===== config.mk =====
export PLATFORM = sky130hd
export DESIGN_NAME = sam_axis
export DESIGN_NICKNAME = d
export VERILOG_FILES = /design/src/core/sam_pkg.sv /design/src/core/sam_tick.sv /design/src/core/sam_rate_acc.sv /design/src/core/sam_axis.sv
export SDC_FILE = /design/constraint.sdc
export NUM_CORES = 2
export LEC_CHECK = 0
export BUFFER_PORTS_ARGS = -buffer_cell sky130_fd_sc_hd__buf_2
export CORE_ASPECT_RATIO = 0.5
export CORE_MARGIN = 3
export CORE_UTILIZATION = 70
export CTS_BUF_LIST = sky130_fd_sc_hd__clkbuf_16
export DETAILED_ROUTE_END_ITERATION = 6
export PLACE_DENSITY = 0.91
export RECOVER_POWER = 50
export SETUP_SLACK_MARGIN = 0.05
export SLEW_MARGIN = 0
export SYNTH_ARGS = -nofsm -noshare
export SYNTH_HDL_FRONTEND = slang
export SYNTH_SLANG_ARGS = --single-unit
export TNS_END_PERCENT = 1

===== constraint.sdc =====
create_clock -name clk_i -period 31.4 [get_ports clk_i]
set_input_delay 3.14 -clock clk_i [delete_from_list [all_inputs] [get_ports clk_i]]
set_output_delay 3.14 -clock clk_i [all_outputs]
set_load 0.05 [all_outputs]

===== src/core/sam_pkg.sv =====
`default_nettype none
package sam_pkg;
  localparam int unsigned CLK_HZ = 10_000_000;
  localparam int unsigned SAMPLE_PERIOD_US = 1000;
  localparam int unsigned SAMPLE_CYCLES = (CLK_HZ / 1_000_000) * SAMPLE_PERIOD_US;
  localparam int unsigned APB_AW = 12;
  localparam logic [11:0] OFS_MAXSPD = 12'h000;
  localparam logic [11:0] OFS_ACCEL = 12'h004;
  localparam logic [11:0] OFS_DECEL = 12'h008;
  localparam logic [11:0] OFS_TARGET = 12'h00C;
  localparam logic [11:0] OFS_CMD = 12'h010;
  localparam logic [11:0] OFS_STATUS = 12'h014;
  localparam logic [11:0] OFS_POS = 12'h018;
  localparam int unsigned CMD_OP_LSB = 0;
  localparam int unsigned CMD_OP_MSB = 3;
  localparam int unsigned CMD_DIR_BIT = 4;
  localparam int unsigned CMD_LDMAX_BIT = 5;
  localparam int unsigned CMD_LDACC_BIT = 6;
  localparam int unsigned CMD_CLRF_BIT = 8;
  localparam int unsigned ST_RUN_BIT = 0;
  localparam int unsigned ST_DIR_BIT = 1;
  localparam int unsigned ST_FAULT_BIT = 2;
  localparam int unsigned ST_PROF_BIT = 3;
  localparam int unsigned ST_STOPPING_BIT = 4;
  localparam int unsigned ST_MODE_LSB = 5;
  localparam logic [31:0] RST_WORD = 32'h0000_0000;
  typedef enum logic [3:0]
  {
    OP_NONE = 4'h0,
    OP_PROFILE = 4'h1,
    OP_ABS = 4'h2,
    OP_REL = 4'h3,
    OP_VEL = 4'h4,
    OP_HOME = 4'h5,
    OP_SOFT = 4'h6,
    OP_HARD = 4'h7,
    OP_ZERO = 4'h8
  } sam_op_e;
  typedef enum logic [1:0]
  {
    ST_IDLE = 2'b00,
    ST_POS = 2'b01,
    ST_VEL = 2'b10,
    ST_HOME = 2'b11
  } sam_state_e;
endpackage
`default_nettype wire


===== src/core/sam_tick.sv =====
`timescale 1ns/1ps
`default_nettype none
// ----------------------------------------
// Periodic sampling tick.
// ----------------------------------------
module sam_tick
  import sam_pkg::*;
#(
  parameter int unsigned CYCLES = SAMPLE_CYCLES
)
(
  input wire logic clk_i,
  input wire logic resetn_i,
  output logic tick_o
);
  logic [31:0] count;

  always_ff @(posedge clk_i or negedge resetn_i)
  begin
    if (!resetn_i)
    begin
      count <= '0;
      tick_o <= 1'b0;
    end
    else
    begin
      tick_o <= (count == 32'(CYCLES - 1));
      if (count == 32'(CYCLES - 1))
        count <= '0;
      else
        count <= count + 32'h0000_0001;
    end
  end
endmodule
`default_nettype wire


===== src/core/sam_rate_acc.sv =====
`timescale 1ns/1ps
`default_nettype none
// ----------------------------------------
// Fractional rate accumulator, one event per MODULUS of summed increments.
// ----------------------------------------
module sam_rate_acc
  import sam_pkg::*;
#(
  parameter int unsigned INC_W = 24,
  parameter int unsigned MODULUS = CLK_HZ
)
(
  input wire logic clk_i,
  input wire logic resetn_i,
  input wire logic clear_i,
  input wire logic [INC_W-1:0] inc_i,
  output logic ovf_o
);
  logic [32:0] acc;
  logic [32:0] sum;

  assign sum = acc + 33'(inc_i);
  assign ovf_o = ~clear_i & (sum >= 33'(MODULUS));

  always_ff @(posedge clk_i or negedge resetn_i)
  begin
    if (!resetn_i)
      acc <= '0;
    else if (clear_i)
      acc <= '0;
    else if (ovf_o)
      acc <= sum - 33'(MODULUS);
    else
      acc <= sum;
  end
endmodule
`default_nettype wire


===== src/core/sam_axis.sv =====
// Decided for this implementation: the register offsets and the APB slave port.
`timescale 1ns/1ps
`default_nettype none
module sam_axis
  import sam_pkg::*;
#(
  parameter int unsigned SPD_W = 24,
  parameter int unsigned POS_W = 32,
  parameter int unsigned TICK_CYCLES = SAMPLE_CYCLES,
  parameter int unsigned STEP_CLK_HZ = CLK_HZ
)
(
  input wire logic clk_i,
  input wire logic resetn_i,
  input wire logic psel_i,
  input wire logic penable_i,
  input wire logic pwrite_i,
  input wire logic [APB_AW-1:0] paddr_i,
  input wire logic [31:0] pwdata_i,
  output logic [31:0] prdata_o,
  output logic pready_o,
  output logic pslverr_o,
  input wire logic home_i,
  input wire logic fwd_limit_i,
  input wire logic rev_limit_i,
  input wire logic soft_stop_i,
  output logic step_o,
  output logic dir_o
);
  // ----------------------------------------
  // Declarations.
  // ----------------------------------------
  logic [SPD_W-1:0] stage_max, stage_acc, max_spd, accel, decel, speed, ramp_inc;
  logic signed [POS_W-1:0] position, target;
  logic signed [POS_W:0] delta;
  logic [POS_W:0] abs_mag;
  logic [POS_W-1:0] remaining;
  logic [63:0] spd_sq, stop_dist;
  logic [31:0] rd_data;
  sam_state_e state;
  sam_op_e op;
  logic profiled, fault, stopping, home_start, tick, ramp_ovf, step_ovf, acc_go, wr_go, cmd_go;
  logic mapped, running, is_move, new_dir, blocked, start_ok, hard_cmd, limit_hit, home_hit;
  logic abort, step_go, pos_done, soft_done, end_now, soft_req, decel_now, floor_one, zero_ok;
  // ----------------------------------------
  // Helper blocks.
  // ----------------------------------------
  sam_tick #(
    .CYCLES(TICK_CYCLES)
  ) u_tick (
    .clk_i(clk_i),
    .resetn_i(resetn_i),
    .tick_o(tick)
  );

  sam_rate_acc #(
    .INC_W(SPD_W),
    .MODULUS(STEP_CLK_HZ)
  ) u_ramp (
    .clk_i(clk_i),
    .resetn_i(resetn_i),
    .clear_i(~running),
    .inc_i(ramp_inc),
    .ovf_o(ramp_ovf)
  );

  sam_rate_acc #(
    .INC_W(SPD_W),
    .MODULUS(STEP_CLK_HZ)
  ) u_step (
    .clk_i(clk_i),
    .resetn_i(resetn_i),
    .clear_i(~running),
    .inc_i(speed),
    .ovf_o(step_ovf)
  );

  // ----------------------------------------
  // Bus decode, command decode, stop sources and ramp decision.
  // ----------------------------------------
  assign acc_go = psel_i & penable_i & pready_o;
  assign wr_go = acc_go & pwrite_i;
  assign cmd_go = wr_go & (paddr_i == OFS_CMD);
  assign op = sam_op_e'(pwdata_i[CMD_OP_MSB:CMD_OP_LSB]);
  assign running = (state != ST_IDLE);
  assign is_move = (op == OP_ABS) | (op == OP_REL) | (op == OP_VEL) | (op == OP_HOME);
  assign delta = {target[POS_W-1], target} - {position[POS_W-1], position};
  assign abs_mag = delta[POS_W] ? -delta : delta;
  assign new_dir = (op == OP_ABS) ? ~delta[POS_W] :
                   (op == OP_HOME) ? home_i : pwdata_i[CMD_DIR_BIT];
  assign blocked = new_dir ? fwd_limit_i : rev_limit_i;
  assign start_ok = cmd_go & is_move & profiled & ~running & ~blocked
                    & ~((op == OP_ABS) & (delta == '0))
                    & ~((op == OP_REL) & (target == '0));
  assign zero_ok = cmd_go & (op == OP_ZERO) & ~running;
  assign hard_cmd = cmd_go & (op == OP_HARD) & running;
  assign limit_hit = running & (dir_o ? fwd_limit_i : rev_limit_i);
  assign home_hit = (state == ST_HOME) & tick & (home_i != home_start);
  assign abort = hard_cmd | limit_hit | home_hit;
  assign step_go = running & step_ovf & ~abort;
  assign pos_done = (state == ST_POS) & step_go & (remaining == 1);
  assign soft_done = stopping & (speed == '0);
  assign end_now = abort | pos_done | soft_done;
  assign soft_req = running & ((cmd_go & (op == OP_SOFT))
                    | (soft_stop_i & (state != ST_HOME)));
  assign spd_sq = 64'(speed) * 64'(speed);
  assign stop_dist = 64'(decel) * 64'(remaining) * 64'h2;
  assign floor_one = (state == ST_POS) & ~stopping;
  assign decel_now = stopping | (speed > max_spd)
                     | ((state == ST_POS) & (spd_sq >= stop_dist));
  assign ramp_inc = decel_now ? decel : accel;

  // ----------------------------------------
  // Bus response.
  // ----------------------------------------
  assign mapped = (paddr_i == OFS_MAXSPD) | (paddr_i == OFS_ACCEL) | (paddr_i == OFS_DECEL)
                  | (paddr_i == OFS_TARGET) | (paddr_i == OFS_CMD)
                  | (paddr_i == OFS_STATUS) | (paddr_i == OFS_POS);

  always_comb
  begin
    rd_data = RST_WORD;
    unique case (paddr_i)
      OFS_MAXSPD: rd_data = 32'(max_spd);
      OFS_ACCEL: rd_data = 32'(accel);
      OFS_DECEL: rd_data = 32'(decel);
      OFS_TARGET: rd_data = 32'(target);
      OFS_STATUS:
      begin
        rd_data[ST_RUN_BIT] = running;
        rd_data[ST_DIR_BIT] = dir_o;
        rd_data[ST_FAULT_BIT] = fault;
        rd_data[ST_PROF_BIT] = profiled;
        rd_data[ST_STOPPING_BIT] = stopping;
        rd_data[ST_MODE_LSB+1:ST_MODE_LSB] = state;
      end
      OFS_POS: rd_data = 32'(position);
      default: rd_data = RST_WORD;
    endcase
  end

  always_ff @(posedge clk_i or negedge resetn_i)
  begin
    if (!resetn_i)
    begin
      pready_o <= 1'b0;
      pslverr_o <= 1'b0;
      prdata_o <= RST_WORD;
    end
    else
    begin
      pready_o <= psel_i & penable_i & ~pready_o;
      pslverr_o <= psel_i & penable_i & ~pready_o & ~mapped;
      if (psel_i & penable_i & ~pready_o & ~pwrite_i)
        prdata_o <= rd_data;
    end
  end

  // ----------------------------------------
  // Profile and target registers.
  // ----------------------------------------
  always_ff @(posedge clk_i or negedge resetn_i)
  begin
    if (!resetn_i)
    begin
      stage_max <= '0;
      stage_acc <= '0;
      max_spd <= '0;
      accel <= '0;
      decel <= '0;
      target <= '0;
      profiled <= 1'b0;
    end
    else
    begin
      if (wr_go & (paddr_i == OFS_MAXSPD))
        stage_max <= pwdata_i[SPD_W-1:0];
      if (wr_go & (paddr_i == OFS_ACCEL))
        stage_acc <= pwdata_i[SPD_W-1:0];
      if (wr_go & (paddr_i == OFS_DECEL))
        decel <= pwdata_i[SPD_W-1:0];
      if (wr_go & (paddr_i == OFS_TARGET))
        target <= pwdata_i[POS_W-1:0];
      if (cmd_go & (op == OP_PROFILE))
      begin
        profiled <= 1'b1;
        if (pwdata_i[CMD_LDMAX_BIT])
          max_spd <= stage_max;
        if (pwdata_i[CMD_LDACC_BIT])
        begin
          accel <= stage_acc;
          decel <= stage_acc;
        end
      end
    end
  end

  // ----------------------------------------
  // Fault flag.
  // ----------------------------------------
  always_ff @(posedge clk_i or negedge resetn_i)
  begin
    if (!resetn_i)
      fault <= 1'b0;
    else if (cmd_go & is_move & ~profiled)
      fault <= 1'b1;
    else if (cmd_go & (is_move | (op == OP_ZERO)) & running)
      fault <= 1'b1;
    else if (cmd_go & pwdata_i[CMD_CLRF_BIT])
      fault <= 1'b0;
  end

  // ----------------------------------------
  // Motion state.
  // ----------------------------------------
  always_ff @(posedge clk_i or negedge resetn_i)
  begin
    if (!resetn_i)
    begin
      state <= ST_IDLE;
      stopping <= 1'b0;
      dir_o <= 1'b0;
      home_start <= 1'b0;
      remaining <= '0;
    end
    else if (end_now)
    begin
      state <= ST_IDLE;
      stopping <= 1'b0;
      remaining <= '0;
    end
    else if (start_ok)
    begin
      stopping <= 1'b0;
      dir_o <= new_dir;
      unique case (op)
        OP_ABS:
        begin
          state <= ST_POS;
          remaining <= abs_mag[POS_W-1:0];
        end
        OP_REL:
        begin
          state <= ST_POS;
          remaining <= target;
        end
        OP_VEL: state <= ST_VEL;
        OP_HOME:
        begin
          state <= ST_HOME;
          home_start <= home_i;
        end
        default: state <= ST_IDLE;
      endcase
    end
    else
    begin
      if (soft_req)
        stopping <= 1'b1;
      if ((state == ST_POS) & step_go)
        remaining <= remaining - POS_W'(1);
    end
  end

  // ----------------------------------------
  // Speed ramp.
  // ----------------------------------------
  always_ff @(posedge clk_i or negedge resetn_i)
  begin
    if (!resetn_i)
      speed <= '0;
    else if (end_now | ~running)
      speed <= '0;
    else if (ramp_ovf & decel_now)
    begin
      if (speed > SPD_W'(floor_one))
        speed <= speed - SPD_W'(1);
    end
    else if (ramp_ovf & (speed < max_spd))
      speed <= speed + SPD_W'(1);
  end

  // ----------------------------------------
  // Position and step output.
  // ----------------------------------------
  always_ff @(posedge clk_i or negedge resetn_i)
  begin
    if (!resetn_i)
      position <= '0;
    else if (home_hit | zero_ok)
      position <= '0;
    else if (step_go)
      position <= dir_o ? position + POS_W'(1) : position - POS_W'(1);
  end

  always_ff @(posedge clk_i or negedge resetn_i)
  begin
    if (!resetn_i)
      step_o <= 1'b0;
    else
      step_o <= step_go;
  end
endmodule
`default_nettype wire


==> metrics.txt <==
Arr. time, crit path=~19 ns; most frequent cells in the layout=1,278 x inv_1, 1,086 x fa_1, 874 x nand2_1, 547 x ha_1, 504 x and2_1; CP peak stage delay=approximately 1.2 ns; number of synthesized flops with an enable pin=0; ranking of synthesized cells by area=fa_1 32%, dfrtp_1 14%, ha_1 9.9%, inv_1 6.9%, nand2_1 4.8%; skew final=0.05389 ns; Pleak=between 0.03 and 0.04 uW; Overflow after GRT=0; crit path max fanout=32; RR Endpoint=speed[22]; status=finished, violations left; first-pass GRT wire length=around 340,000 um; Initial Utilization=a little under three quarters; cell family with most CP delay=compound AO/OA/AOI/OAI gates; Mean Syn Cell Area=8.884 um^2; Max Used Layer=met5; reg2reg start=speed[1]; maxcap violations=8; Setup crit start kind=flip-flop; Util after Layout=about three quarters; initial antenna violation count=24; IO buf count=between 80 and 90; R2R Setup Slk=roughly 13 ns; IO Pins=89; Min Clock Period, post-route=approximately 19 ns; commonest non-fill, non-tap cell in the layout=inv_1; failing checks=DRC, capacitance limit, slew limit; RSZ-0062 raised after global routing=no; Synth Instances=roughly 7,800; root buffer cell=clkbuf_16; Vias/cell=6.579; Post-Syn Nets=around 9,400; largest net degree at the start of global routing=110; total track usage=a little over two fifths; Top FF cell, synth=dfrtp_1; Worst-path clk slew=approximately 0.070 ns; beginning of the worst hold path=u_tick.count[0]; critical path's slowest cell=dfrtp_1; Reg2Reg Depth=64; CP dominant cell by count=fa_1; clk_lat worst skew=between 0.6 and 0.7 ns; vias in the first global route=approximately 60,000; Worst Path Class, Setup=flip-flop to flip-flop; critical path buffer and inverter count=8; DRC=between 90 and 100; routed wl met3=about 34,000 um; peak supply drop=between 0.00004 and 0.00005 V; Slew @ Worst Pin=6.407 ns; post-synthesis sequential area ratio=roughly 14%; Num CTS Buffers=40; Routability Congestion=around 1.0; Detail Route met2 WL=slightly above 90,000 um; die width=449.9 um; setup violators final=0; Core Area=slightly below 100,000 um^2; Synth Register Bits=381; share of cells above drive strength 1=5.604%; DR pass1 iterations=7; # rows=80; fin crit share=about three fifths; M1 WL=between 70,000 and 80,000 um; Slew HR=-327.1%; worst hold path type=flip-flop to flip-flop; CTS tree=yes; clock buffer depth=3; Power Density=around 15 nW/um^2; die area=102,600 um^2; postcts setup bufs=0; post-route ant nets=0; final wirelength=between 200,000 and 250,000 um; asr flop ratio synth=100.0%; hold depth=1; Crit. End Element=flip-flop; fmax=about 54 MHz; Hold Fails Final Rpt=0; post-synthesis instance area=roughly 69,000 um^2; vias post-DR=58,987; Routed wire per std cell=24.08 um; Ys Warns=0; Sinks on Clock Net=between 300 and 400; Hold Buf Count CTS=0; Worst Hold Path EP=u_tick.count[0]; H-tree Lvls=2; Post-CTS Resized=0; Layout Nets=slightly above 9,000; largest area contributor in the netlist=fa_1; Data required, critical path=roughly 32 ns; Post-Route Setup TNS=0 ns; Final Max Slew Viols=between 300 and 400; DP HPWL=between 150,000 and 200,000 um; area grow syn2layout=3.946%; Yosys top cell area share=a little under a third; distinct cell type count after synthesis=roughly 100; DR iter-0 viols=around 7,500; chip height=between 200 and 250 um
## how the worst max path moves through the flow
stage | cells after the start | slack, ns | startpoint | to
after floorplan | 65 | 16.08 | speed[0] | speed[18]
after global placement | 59 | 14.06 | speed[1] | speed[18]
after detailed placement | 64 | 13.35 | speed[1] | speed[22]
after CTS | 64 | 13.27 | speed[1] | speed[22]
after global routing | 64 | 11.64 | speed[1] | speed[22]
final | 64 | 12.74 | speed[1] | speed[22]
## layer usage
layer  GRT usage, %  vias up
li1               -    24749
met1          53.41    28613
met2          62.76     4421
met3          17.12     1182
met4          22.34       22
met5          2.849        -
## cell usage after synthesis, drive strengths merged, types with 49 or more instances
library cell and number:
a21o 94, and3 58, mux2 140, and2 508, buf 53, nand2b 52, nor2 410, a21oi 314
o211ai 49, nand2 874, xnor2 184, nor3 98, o21ai 242, nand4 49, ha 547, nand3 118
mux2i 53, inv 1272, dfrtp 381, clkbuf 347, fa 1086, xor2 114, a31oi 58
## per-stage QoR
step | area [um^2] | cells | hold slack, ns | total power (uW) | setup slack [ns]
after floorplan | 68960 | 7763 | 0.4329 | 543.1 | 16.08
after CTS | 71730 | 8949 | 0.4634 | 1068 | 13.27
after detailed placement | 70390 | 8876 | 0.4555 | 573.4 | 13.35
after global routing | 71650 | 8953 | 0.4991 | 1092 | 11.64
final | 71690 | 8966 | 0.4570 | 1068 | 12.74
after global placement | 70390 | 8876 | 0.4549 | 572.2 | 14.06
## sequential cells by signal, summed over array words and instances, names as in the netlist, 32 cells and up
register      flops
u_tick.count     32
remaining        32
target           32
u_ramp.acc       33
prdata_o         32
u_step.acc       33
position         32
## cells by family after synthesis
kind of cell	Yosys count	share of synthesized area, %
xor+xnor	298	3.785
mux	210	3.610
simple gates	2402	17.06
fa+ha+maj	1633	41.45
compound gates	1166	11.09
flops	381	13.82
buf+inv	1673	9.189
## power by group
group / switching (uW) / internal (uW)
Combinational: 51.7 / 11.0
Sequential: 4.04 / 497
Clock: 240 / 265
Total: 296 / 772
## final cells by class
cell class | count | area [um^2]
Sequential cell | 381 | 9538
Multi-Input combinational cell | 5709 | 53130
Clock inverter | 33 | 339.1
Fill cell | 6624 | 24810
Antenna cell | 17 | 42.54
Timing Repair Buffer | 201 | 1214
Inverter | 1273 | 4778
Clock buffer | 40 | 1001
Tap cell | 1312 | 1642
## worst reg2reg max path: cells and delay by family, from the launching register on
kind | cells | cell delay, ns
simple gates | 22 | 4.21
fa+ha+maj | 12 | 5.19
buf+inv | 8 | 1.21
compound gates | 19 | 5.94
flops | 1 | 1.17
mux | 2 | 0.56
xor+xnor | 1 | 0.21
Power figures use the tool's default switching activity.
